**config.mk**
```make
export PLATFORM = sky130hd
export DESIGN_NAME = tcmp_port
export DESIGN_NICKNAME = d
export VERILOG_FILES = /design/src/core/tcmp_pkg.sv /design/src/core/tcmp_port.sv
export VERILOG_INCLUDE_DIRS = /design/src /design/src/core
export SDC_FILE = /design/constraint.sdc
export NUM_CORES = 1
export LEC_CHECK = 0
export BUFFER_PORTS_ARGS = -buffer_cell sky130_fd_sc_hd__clkbuf_2
export CAP_MARGIN = 20
export CORE_MARGIN = 1.5
export CORE_UTILIZATION = 35
export CTS_CLUSTER_DIAMETER = 60
export DETAILED_ROUTE_END_ITERATION = 12
export GPL_ROUTABILITY_DRIVEN = 0
export GPL_TIMING_DRIVEN = 0
export PLACE_DENSITY = 0.73
export SLEW_MARGIN = 20
export SYNTH_ARGS = -nofsm -noshare
export SYNTH_HDL_FRONTEND = slang
export SYNTH_SLANG_ARGS = --single-unit
```
**constraint.sdc**
```tcl
create_clock -name mclk_in -period 4.65 [get_ports mclk_in]
set_input_delay 0.465 -clock mclk_in [delete_from_list [all_inputs] [get_ports mclk_in]]
set_output_delay 0.465 -clock mclk_in [all_outputs]
set_load 0.05 [all_outputs]
```
**src/core/tcmp_params.svh**
```systemverilog
// Constants for the tightly coupled memory port
`ifndef TCMP_PARAMS_SVH
`define TCMP_PARAMS_SVH
`define TCMP_ADDR_W        18
`define TCMP_DATA_W        32
`define TCMP_LANES_W       4
`define TCMP_WORD_LSB      2
`define TCMP_SIZE_ABSENT   4'h0
`define TCMP_SIZE_MIN      4'h3
`define TCMP_SIZE_MAX      4'hb
`define TCMP_LANES_NONE    4'h0
`define TCMP_LANES_ALL     4'hf
`define TCMP_LANES_HALF    4'h3
`define TCMP_LANES_BYTE    4'h1
`define TCMP_VEC_LOW       32'h0000_0000
`define TCMP_VEC_HIGH      32'hffff_0000
`endif

```
**src/core/tcmp_pkg.sv**
```systemverilog
// Types shared by the memory port
package tcmp_pkg;
  typedef enum logic [1:0] {
    TCMP_WORD,
    TCMP_HALF,
    TCMP_BYTE
  } tcmp_width_e;
  typedef struct packed {
    logic        valid;
    logic        write;
    logic [19:0] byte_addr;
    tcmp_width_e width;
    logic [31:0] wdata;
  } tcmp_req_s;
endpackage

```
**src/core/tcmp_port.sv**
```systemverilog
// Data and instruction tightly coupled memory port
`timescale 1ns/1ns
`include "tcmp_params.svh"
module tcmp_port #(
  parameter int ADDR_W = `TCMP_ADDR_W
) (
  input  wire logic                 mclk_in,
  input  wire logic                 reset_in,
  input  wire tcmp_pkg::tcmp_req_s  dreq_in,
  output logic                      dreq_ready_out,
  output logic [31:0]               drdata_out,
  output logic                      drdata_valid_out,
  input  wire logic [19:0]          ifetch_addr_in,
  input  wire logic                 ifetch_valid_in,
  input  wire logic                 itcm_boot_enable_in,
  input  wire logic                 high_vector_select_in,
  output logic                      itcm_enabled_out,
  output logic                      boot_from_itcm_out,
  output logic [31:0]               vector_base_out,
  output logic [ADDR_W-1:0]         dtcm_addr_out,
  output logic                      dtcm_chip_sel_out,
  input  wire logic [ADDR_W-1:0]    dtcm_dma_addr_in,
  input  wire logic                 dtcm_dma_enable_in,
  input  wire logic                 dtcm_dma_chip_sel_in,
  output logic                      dtcm_idle_out,
  output logic                      dtcm_write_not_read_out,
  input  wire logic [31:0]          dtcm_read_data_in,
  output logic                      dtcm_sequential_out,
  input  wire logic [3:0]           dtcm_size_cfg_in,
  input  wire logic                 dtcm_wait_in,
  output logic [3:0]                dtcm_byte_lanes_out,
  output logic [31:0]               dtcm_write_data_out,
  output logic [ADDR_W-1:0]         itcm_addr_out,
  output logic                      itcm_chip_sel_out
);
  import tcmp_pkg::*;

  if (ADDR_W != `TCMP_ADDR_W) begin : g_bad_addr_w
    $error("tcmp_port: address width must be 18");
  end

  typedef enum logic [1:0] {
    ST_IDLE,
    ST_REQ,
    ST_WAIT
  } tcmp_state_e;

  function automatic logic [3:0] lanes_of(input tcmp_width_e w, input logic [1:0] lo);
    logic [3:0] base;
    base = `TCMP_LANES_ALL;
    case (w)
      TCMP_HALF: base = `TCMP_LANES_HALF << {lo[1], 1'b0};
      TCMP_BYTE: base = `TCMP_LANES_BYTE << lo;
      default:   base = `TCMP_LANES_ALL;
    endcase
    return base;
  endfunction

  tcmp_state_e        state_reg, state_next;
  logic [ADDR_W-1:0]  addr_reg, prev_addr_reg;
  logic               prev_valid_reg;
  logic               write_reg, seq_reg;
  logic [3:0]         lanes_reg;
  logic [31:0]        wdata_reg, rdata_reg;
  logic               rvalid_reg;
  logic [ADDR_W-1:0]  iaddr_reg;
  logic               itcm_en_reg, boot_reg, reset_seen_reg;

  wire logic              mem_present = (dtcm_size_cfg_in >= `TCMP_SIZE_MIN) &&
                                        (dtcm_size_cfg_in <= `TCMP_SIZE_MAX);
  wire logic [ADDR_W-1:0] req_word    = dreq_in.byte_addr[ADDR_W+`TCMP_WORD_LSB-1:`TCMP_WORD_LSB];
  wire logic [ADDR_W-1:0] fetch_word  = ifetch_addr_in[ADDR_W+`TCMP_WORD_LSB-1:`TCMP_WORD_LSB];
  wire logic              in_access   = (state_reg == ST_REQ) || (state_reg == ST_WAIT);
  wire logic              waited      = in_access && dtcm_wait_in;
  wire logic              take        = dreq_in.valid && mem_present && !waited;

  assign dreq_ready_out = mem_present && !waited;

  always_comb begin
    state_next = state_reg;
    case (state_reg)
      ST_IDLE: if (take) state_next = ST_REQ;
      ST_REQ,
      ST_WAIT: begin
        if (dtcm_wait_in) state_next = ST_WAIT;
        else if (take) state_next = ST_REQ;
        else state_next = ST_IDLE;
      end
      default: state_next = ST_IDLE;
    endcase
  end

  // Request registers, held through wait cycles
  always_ff @(posedge mclk_in) begin
    if (reset_in) begin
      state_reg      <= ST_IDLE;
      addr_reg       <= '0;
      prev_addr_reg  <= '0;
      prev_valid_reg <= 1'b0;
      write_reg      <= 1'b0;
      seq_reg        <= 1'b0;
      lanes_reg      <= `TCMP_LANES_NONE;
      wdata_reg      <= '0;
    end else begin
      state_reg <= state_next;
      if (take) begin
        addr_reg       <= req_word;
        write_reg      <= dreq_in.write;
        seq_reg        <= prev_valid_reg && (req_word == prev_addr_reg + 1'b1);
        lanes_reg      <= dreq_in.write ? lanes_of(dreq_in.width, dreq_in.byte_addr[`TCMP_WORD_LSB-1:0])
                                        : `TCMP_LANES_NONE;
        wdata_reg      <= dreq_in.wdata;
        prev_addr_reg  <= req_word;
        prev_valid_reg <= 1'b1;
      end else if (!waited) begin
        lanes_reg <= `TCMP_LANES_NONE;
        write_reg <= 1'b0;
      end
    end
  end

  always_ff @(posedge mclk_in) begin
    if (reset_in) begin
      rdata_reg  <= '0;
      rvalid_reg <= 1'b0;
    end else begin
      rvalid_reg <= in_access && !dtcm_wait_in && !write_reg;
      if (in_access && !dtcm_wait_in && !write_reg) rdata_reg <= dtcm_read_data_in;
    end
  end

  assign drdata_out       = rdata_reg;
  assign drdata_valid_out = rvalid_reg;

  assign dtcm_addr_out           = dtcm_dma_enable_in ? dtcm_dma_addr_in : addr_reg;
  assign dtcm_chip_sel_out       = dtcm_dma_enable_in ? (dtcm_dma_chip_sel_in | take) : take;
  assign dtcm_idle_out           = !(in_access && mem_present);
  assign dtcm_write_not_read_out = write_reg;
  assign dtcm_sequential_out     = (state_reg == ST_WAIT) ? 1'b1 : seq_reg;
  assign dtcm_byte_lanes_out     = lanes_reg;
  assign dtcm_write_data_out     = wdata_reg;

  // Boot straps caught on the first clock after reset release
  always_ff @(posedge mclk_in) begin
    if (reset_in) begin
      reset_seen_reg <= 1'b0;
      itcm_en_reg    <= 1'b0;
      boot_reg       <= 1'b0;
      iaddr_reg      <= '0;
    end else begin
      if (!reset_seen_reg) begin
        reset_seen_reg <= 1'b1;
        itcm_en_reg    <= itcm_boot_enable_in;
        boot_reg       <= itcm_boot_enable_in && !high_vector_select_in;
      end
      if (ifetch_valid_in && itcm_en_reg) iaddr_reg <= fetch_word;
    end
  end

  assign itcm_enabled_out   = itcm_en_reg;
  assign boot_from_itcm_out = boot_reg;
  assign itcm_addr_out      = iaddr_reg;
  assign itcm_chip_sel_out  = ifetch_valid_in && itcm_en_reg;
  assign vector_base_out    = high_vector_select_in ? `TCMP_VEC_HIGH : `TCMP_VEC_LOW;
endmodule

```
; ---- Yosys cells after proc, flatten, opt, wreduce, memory -nomap -nowiden
; Index checks and enable logic that the tools add are counted.
; W data, S select, Z words.
[totals]
register_bits = 113
[op_classes]
n_reduce_logical = 19
eq_ne = 7
bitwise_logic = 1
add_sub_neg = 1
n_shift = 2
n_lt_le_gt_ge = 2
muxes = 15
[op_table]
columns = cell, count
row1 = $mux W32, 1
row2 = $add A18 B1 Y18 const B, 1
row3 = $eq A18 B18 Y1, 1
row4 = $mux W18, 1
row5 = $mux W4, 3
row6 = $logic_and A1 B1 Y1, 11
row7 = $pmux W4 S2, 1
row8 = $mux W1, 6
row9 = $logic_not A1 Y1, 5
row10 = $eq A2 B1 Y1 const B, 2
row11 = $eq A2 B2 Y1 const B, 2
row12 = $ge A4 B2 Y1 const B, 1
row13 = $le A4 B4 Y1 const B, 1
row14 = $mux W2, 2
row15 = $pmux W2 S2, 1
row16 = $shl A1 B2 Y4 const A, 1
row17 = $shl A2 B2 Y4 const A, 1
row18 = $logic_not A2 Y1, 1
row19 = $ne A2 B1 Y1 const B, 1
row20 = $ne A2 B2 Y1 const B, 1
row21 = $reduce_or A2 Y1, 1
row22 = $logic_or A1 B1 Y1, 1
row23 = $or A1 B1 Y1, 1

; ---- Depth between registers and ports, before layout
; Gate-level depths: netlist (run 1).
[logic_depth]
word_depth = 8
ltp_mapped = 9
ltp_nobuf = 8

; ---- Least setup slack after synthesis (run 1)
; OpenSTA, ideal clock, no wires.
[synth_timing]
kind = register -> output
start = reg itcm_en_reg, in the netlist itcm_enabled_out
end = out itcm_chip_sel_out
path_slack_ns = 2.421
arrival_ns = 1.764
t_required_ns = 4.185
path_stages_with_launch = 4
cell_sequence = dfxtp_1 nand2_1 clkinv_1 clkbuf_1
[synth_via]
elab_chain_len = 1
[synth_rtl]
columns = item, line
row1 = from (decl), tcmp_port.sv:67  ; logic itcm_en_reg, boot_reg, reset_seen_reg;
row2 = from (signal assigned), tcmp_port.sv:153  ; itcm_en_reg <= itcm_boot_enable_in;
row3 = $logic_and A1 B1 Y1, tcmp_port.sv:163  ; assign itcm_chip_sel_out = ifetch_valid_in && itcm_en_reg;
row4 = to (decl), tcmp_port.sv:34  ; output logic itcm_chip_sel_out
; No other way between the ends.

; ---- Worst setup path in the final report (run 1)
[layout_timing]
start = reg state_reg[1]
end = out dtcm_chip_sel_out
[layout_via]
elab_chain_len = 7
word_cells_on_any_way = 8
classes_between = 2 x eq/ne / 1 x mux / 1 x bitwise / 4 x reduce/logical
[layout_rtl]
columns = item, line
row1 = from (decl), tcmp_port.sv:59  ; tcmp_state_e state_reg, state_next;
row2 = from (signal assigned), tcmp_port.sv:105  ; state_reg <= state_next;
row3 = $eq A2 B1 Y1 or $eq A2 B2 Y1 (tied branches), tcmp_port.sv:73  ; wire logic in_access = (state_reg == ST_REQ) || (state_reg == ST_WAIT);
row4 = $logic_or A1 B1 Y1 *, tcmp_port.sv:73
row5 = $logic_and A1 B1 Y1 *, tcmp_port.sv:74  ; wire logic waited = in_access && dtcm_wait_in;
row6 = $logic_not A1 Y1 *, --
row7 = $logic_and A1 B1 Y1 *, tcmp_port.sv:75  ; wire logic take = dreq_in.valid && mem_present && !waited;
row8 = $or A1 B1 Y1, tcmp_port.sv:136  ; assign dtcm_chip_sel_out = dtcm_dma_enable_in ? (dtcm_dma_chip_sel_in | take) : take;
row9 = $mux W1 *, tcmp_port.sv:136
row10 = to (decl), tcmp_port.sv:21  ; output logic dtcm_chip_sel_out,
; Every way passes the cells marked *; elsewhere a longest branch is shown, timed or not.

==> out/qor.yml, run 1 <==
max-cap-violations: 0
n_fill_cell: 1383
cts_buffers: 17
drv_slew: 0
ys_seq_area_share_pct: 44.3
synth_top_cell_by_area: "dfxtp_1"
synth_edf_count: 0
wl_per_cell_um: 13.5
dieWidth_um: 124
fin_skew_ps: 10.9
drive_gt1_share_pct: 35.9
nets: 1102
cp.required_ps: 4180
clockRootBuffer: "clkbuf_16"
drc: 0
reg2regPathDepth: 8
r2r_slack_ps: 2170
crit_fanout: 10
async_reset_ff_share_pct: 0
syn_to_final_growth_pct: 42.8
cpPeakStageDelay_ps: 480
core_area_um2: 14000
crit_type: "reg -> out"
peakVddDrop_uv: 256
leakage_nw: 3.40
htreeDepth: 4
antenna_found_initial: 0
routed_wl_mm: 15.5
path_buf_inv: 3
grtUsageTotal_pct: 19.5
hold_ws_ps: 278
clock.fmax_mhz: 331
r2r-start: "state_reg[1]"
finish.utilization_pct: 52.0
worstPathArrival_ps: 2550
report.final.hold_viol_count: 0
maxSlewHeadroom_pct: 57.7
firstDrtPassIters: 5
synth_cell_types: 50
cts_resized: 0
cts_sinks: 113
fin_tns_setup_ps: 0
wl_met3_mm: 1.26
setup_viol: 0
ys_ff_latch: 113
clk_latency_ps: 400
yosys_warnings: 0
dp_hpwl_mm: 11.8
min_path_type: "in -> reg"
ant_nets: 0
fin_total_pwr_mw: 2.93
wl_met2_mm: 7.56
min-delay-start: "dreq_in[6]"
path_clk_slew_ps: 50
cp_cell_sequence: "inv_1 > ha_1 > nand2_1 > nand4_1 > clkbuf_1 > nand2_1 > clkbuf_2"
period_share_pct: 64.9
initial_utilization_pct: 36.4
avgSynthCellArea_um2: 7.74
crit_top_cell: "nand2_1"
grt.overflow.total: 0
synth_ff_type: "dfxtp_1"
grt_first_pass_wirelength_mm: 23.1
power_density_nw_per_um2: 401
period_needed_ps: 3020
highest_layer: "met4"
hold_path_end: "dtcm_write_data_out[6]"
multiInputGateArea_um2: 2460
synth.area.top_cells: "dfxtp_1 (44%), nand2_1 (16%), a21oi_1 (11%), buf_4 (4.8%), mux2_2 (3.3%)"
netlist.area_leader.share_pct: 44.3
antenna_cells: 0
grt_pass1_vias: 4807
worst_slack_ps: 1630
postCtsSetupBuffers: 0
rows: 43
cts_tree: "built"
dp_slack_ps: 2000
clockBufferDepth: 2
drtIter0Drc: 365
hold_buffers: 0
tightest_slew_ps: 634
rsz0062_at_grt: "no"
ioPinCount: 283
syn_inst: 660
critPathLaunchType: "flop"
viasPerCell: 4.70
r2r-end: "seq_reg"
min_path_cells: 3
status: "complete, no violations"
drt-met1-wl_mm: 6.47
cp-end-kind: "output pin"
seqCellArea_um2: 2260
vias: 5410
grt_max_degree: 18
port_buffers: 264
die_area_um2: 15300
die_y_um: 124
cp_slowest_cell: "nand4_1"
synth_area_um2: 5110
path_delay_family: "buffers and inverters"
==> per-layer routing <==
layer  vias up  GRT usage (%)
met5         -              0
li1       2756              -
met2       214           32.6
met4         0           5.60
met1      2423           23.9
met3        17           6.55
==> worst min-delay path: stages <==
cell and delay, ps:
clkbuf_2 80, nand2_1 40, a21oi_1 50
==> cells by family after synthesis <==
group | synth area share (%)
and+or+nand+nor | 23.3
AOI/OAI and AO/OA | 14.9
DFF | 44.3
buffers and inverters | 8.67
xor gates and xnor gates | 3.26
muxes | 4.09
adders and majority gates | 1.47
other | 0.0734
==> power by group <==
| group | total, mW | leakage (nW) | internal (mW) | switching [mW] |
|---|---|---|---|---|
| Combinational | 0.601 | 2.20 | 0.173 | 0.429 |
| Clock | 1.28 | 0.279 | 0.829 | 0.447 |
| Sequential | 1.05 | 0.921 | 1.02 | 0.0323 |
==> per-stage QoR <==
stage,area [um^2],cells
2_1_floorplan,5170,675
3_3_place_gp,6710,1119
3_5_place_dp,6710,1119
4_1_cts,7300,1151
5_1_grt,7300,1151
6_report,7300,1151
==> synthesized netlist by cell type, types with 2 or more instances <==
master,count
nand2_1,218
dfxtp_1,113
a21oi_1,110
buf_4,33
clkbuf_1,33
nor2_1,16
mux2_2,15
inv_1,12
xor2_1,12
nand3_1,7
nand4_1,7
xnor2_1,7
ha_1,6
o21ai_0,6
and3_1,5
and4_1,4
mux2i_1,4
o31ai_1,4
buf_2,3
nor3b_1,3
nor4_1,3
a211oi_1,2
and2_1,2
buf_1,2
nor2b_1,2
nor3_1,2
nor4b_1,2
o2111ai_1,2
o211ai_1,2
o21bai_1,2
or3_1,2
==> area by class of cell <==
| type | instances | area share, % |
|---|---|---|
| buffer | 71 | 5.40 |
| tap | 180 | 3.09 |
| sequential | 113 | 31.0 |
| clock inverter | 9 | 1.46 |
| multi-input combinational | 478 | 33.7 |
| clock buffer | 23 | 6.55 |
| inverter | 13 | 0.669 |
| timing repair buffer | 264 | 18.1 |
==> worst max-delay path by stage <==
stage                          start                 to  cells past startpoint
detailed placement      state_reg[0]  dtcm_chip_sel_out                      7
global placement        state_reg[1]  dtcm_chip_sel_out                      7
finish                  state_reg[1]  dtcm_chip_sel_out                      7
floorplan           itcm_enabled_out  itcm_chip_sel_out                      3
CTS                     state_reg[0]  dtcm_chip_sel_out                      7
global route            state_reg[0]  dtcm_chip_sel_out                      7
==> cell usage in the layout (no fill, tap or decap), types with 12 or more instances in the layout <==
cell type / Yosys / routed
clkbuf_2: 0 / 264
nand2_1: 218 / 218
dfxtp_1: 113 / 113
a21oi_1: 110 / 110
clkbuf_1: 33 / 36
buf_4: 33 / 33
clkbuf_16: 0 / 17
nor2_1: 16 / 16
conb_1: 1 / 16
mux2_2: 15 / 15
inv_1: 12 / 12
xor2_1: 12 / 12
(Power assumes the default switching activity.)
==> inputs of run 2 (changes only) <==
--- a/config.mk
+++ b/config.mk
@@ -6,6 +6,7 @@
 export SDC_FILE = /design/constraint.sdc
 export NUM_CORES = 1
 export LEC_CHECK = 0
+export ABC_AREA = 1
 export BUFFER_PORTS_ARGS = -buffer_cell sky130_fd_sc_hd__clkbuf_2
 export CAP_MARGIN = 20
 export CORE_MARGIN = 1.5
@@ -14,7 +15,7 @@
 export DETAILED_ROUTE_END_ITERATION = 12
 export GPL_ROUTABILITY_DRIVEN = 0
 export GPL_TIMING_DRIVEN = 0
-export PLACE_DENSITY = 0.73
+export PLACE_DENSITY = 0.75
 export SLEW_MARGIN = 20
 export SYNTH_ARGS = -nofsm -noshare
 export SYNTH_HDL_FRONTEND = slang
==> constraint.sdc (replaced) <==
create_clock -name mclk_in -period 2.6 [get_ports mclk_in]
set_input_delay 0.26 -clock mclk_in [delete_from_list [all_inputs] [get_ports mclk_in]]
set_output_delay 0.26 -clock mclk_in [all_outputs]
set_load 0.05 [all_outputs]
==> run 2 against run 1 <==
Net effect: critical path type unchanged; via count rose by 4.9%; global-route usage rose by 0.35 points; worst setup slack got worse by 1400 ps; total power rose by 94%; routed wire length rose by 3.9%; die area rose by 2.3%; largest power group unchanged; first-iteration DRC count fell by 25%; register-to-register slack got worse by 1800 ps; hold slack got worse by 200 ps; combinational power rose by 110%.
==> out/qor.yml, run 2 <==
ant_nets: 0  # unchanged
drc: 0  # unchanged
setup_viol: 0  # unchanged
period_share_pct: 92.8
cts_tree: "built"
synth.cells.most_frequent: "nor2_1 (125), o21ai_0 (122), dfxtp_1 (113)"
tightest_slew_ps: 631  # -3.14 ps
power_density_nw_per_um2: 758  # +89%
min-delay-start: "dreq_in[3]"
combPwrFrac_pct: 22.1  # +1.6 points
use_met1_pct: 24.3  # +0.47 points
internal-power_mw: 3.81  # +88%
grt_pass1_vias: 5191  # +8.0%
leakage_nw: 3.74  # +10%
fin_tns_setup_ps: 0  # unchanged
synth_top_cell_by_area: "dfxtp_1"
rows: 44  # +2.3%
antenna_found_initial: 0  # unchanged
vias: 5674  # +4.9%
clockRootBuffer: "clkbuf_16"
p_clk_share_pct: 43.8  # +0.2 points
port_buffers: 263  # -0.38%
critPathLaunchType: "flop"
ioPinCount: 283  # unchanged
rsz0062_at_grt: "no"
peakVddDrop_uv: 514  # +100%
maxSlewHeadroom_pct: 57.9  # +0.21 points
postLayoutCellArea_um2: 7470  # +2.4%
finish.utilization_pct: 51.2  # -0.76 points
cts_buffers: 17  # unchanged
dp_hpwl_mm: 12.3  # +4.5%
drtIter0Drc: 274  # -25%
wl_per_cell_um: 13.0  # -3.3%
synth_area_um2: 5230  # +2.3%
dieWidth_um: 125  # +1.1%
synth_most_common_cell: "nor2_1"
worstPathArrival_ps: 2150  # -400 ps
grt.busiest_layer: "met2"
drv_slew: 0  # unchanged
die_area_um2: 15700  # +2.3%
fin_skew_ps: 11.6  # +0.714 ps
viasPerCell: 4.59  # -2.3%
synth.area.top_cells: "dfxtp_1 (43%), o21ai_0 (12%), nor2_1 (9.0%), nand2_1 (7.5%), inv_1 (6.1%)"
syn_inst: 742  # +12%
min_path_cells: 3  # unchanged
ys_ff_latch: 113  # unchanged
dpl-instance-area_um2: 6830  # +1.8%
period_needed_ps: 2410
grtUsageTotal_pct: 19.8  # +0.35 points
syn_to_final_growth_pct: 42.9  # about the same
ys_seq_area_share_pct: 43.3  # -1.0 points
die_y_um: 125  # +1.1%
clk_latency_ps: 410  # about the same
grt_max_degree: 18  # unchanged
fin_total_pwr_mw: 5.67  # +94%
crit_type: "reg -> out"
crit_fanout: 17  # +7
clock.fmax_mhz: 414
layout_common_cells: "clkbuf_2 (263), nor2_1 (125), o21ai_0 (122)"
yosys_warnings: 0  # unchanged
switching_power_mw: 1.86  # +110%
drive_gt1_share_pct: 32.6  # -3.3 points
initial_utilization_pct: 35.8  # -0.55 points
r2r-start: "state_reg[1]"
nets: 1183  # +7.4%
netlist.area_leader.share_pct: 43.3  # -1.0 points
status: "complete, no violations"
async_reset_ff_share_pct: 0  # unchanged
firstDrtPassIters: 5  # unchanged
path_clk_slew_ps: 60  # about the same
core_area_um2: 14600  # +3.9%
max-cap-violations: 0  # unchanged
p_seq_share_pct: 34.1  # -1.8 points
reg2regPathDepth: 9  # +1
cp-end-kind: "output pin"
mostFrequentLayoutCell: "clkbuf_2"
synth_edf_count: 0  # unchanged
swShare_pct: 32.9  # +1.9 points
grt.overflow.total: 0  # unchanged
hold_buffers: 0  # unchanged
r2r-end: "seq_reg"
r2r_slack_ps: 320  # -1850 ps
cts_sinks: 113  # unchanged
hold_path_end: "dtcm_write_data_out[3]"
routed_wl_mm: 16.1  # +3.9%
report.final.hold_viol_count: 0  # unchanged
avgSynthCellArea_um2: 7.05  # -9.0%
clockBufferDepth: 2  # unchanged
cp.required_ps: 2340  # -1840 ps
globalRouteMet2Util_pct: 33.9  # +1.3 points
synth_cell_types: 31  # -38%
met3_usage_pct: 5.86  # -0.69 points
htreeDepth: 4  # unchanged
grt_first_pass_wirelength_mm: 25.1  # +8.3%
synth_ff_type: "dfxtp_1"
antenna_cells: 0  # unchanged
min_path_type: "in -> reg"
[run 2: how the worst max path moves through the flow]
stage                             from                 to  slack, ps  cells after the start
final                     state_reg[0]  dtcm_chip_sel_out        190                      8
after global routing      state_reg[0]  dtcm_chip_sel_out         50                      8
after CTS                 state_reg[0]  dtcm_chip_sel_out        170                      8
after detailed placement  state_reg[0]  dtcm_chip_sel_out       -100                      9
after global placement    state_reg[1]  dtcm_chip_sel_out       -100                      9
after floorplan           state_reg[0]  dtcm_chip_sel_out        550                      8
[run 2: cells by family (layout without fill, tap and decap cells)]
kind of cell	count (synthesis)	in the layout	synth area share, %
and+or+nand+nor	266	266	20.9
AOI/OAI and AO/OA	189	189	18.6
buffers and inverters	154	449	13.3
DFF	113	113	43.3
xor gates and xnor gates	13	13	2.44
adders and majority gates	6	6	1.44
other	1	16	0.0717
[run 2: through the flow]
stage / setup slack [ps] / instances / hold slack (ps)
6_report: 187 / 1236 / 74.6
5_1_grt: 47.5 / 1236 / 68.5
4_1_cts: 172 / 1236 / 59.6
3_5_place_dp: -105 / 1204 / 436
3_3_place_gp: -102 / 1204 / 431
2_1_floorplan: 545 / 757 / 395
[run 2: critical path, cell delays in order, from the launching register on]
cell and delay [ps]:
dfxtp_1 350, inv_1 70, ha_1 340, nand2_1 120, nand3_1 140, nor2_4 180, inv_2 170, nand2_1 100
clkbuf_2 270
[run 2: routing by layer]
layer	vias up	part of all wire (%)
li1	2914	-
met1	2531	44
met2	214	48
met3	15	7.1
met4	0	1.1
met5	-	0
[run 2: power by group through the flow]
stage	registers, mW	logic [mW]	clock network [mW]
2_1_floorplan	2.28	0.574	0
3_3_place_gp	1.97	1.24	0
3_5_place_dp	1.97	1.25	0
4_1_cts	1.93	1.25	2.54
5_1_grt	1.95	1.34	2.61
6_report	1.93	1.25	2.48
[run 2: cell type report]
type / instances / area [um^2]
timing repair buffer: 264 / 1320
buffer: 66 / 368
multi-input combinational: 490 / 2330
inverter: 87 / 327
clock buffer: 17 / 425
fill: 1465 / 7120
sequential: 113 / 2260
clock inverter: 15 / 205
tap: 184 / 230
[run 2: timing repair]
action,in CTS,in global routing
resized for setup,1,0
endpoints found under the setup margin,1,0
setup buffers,1,0
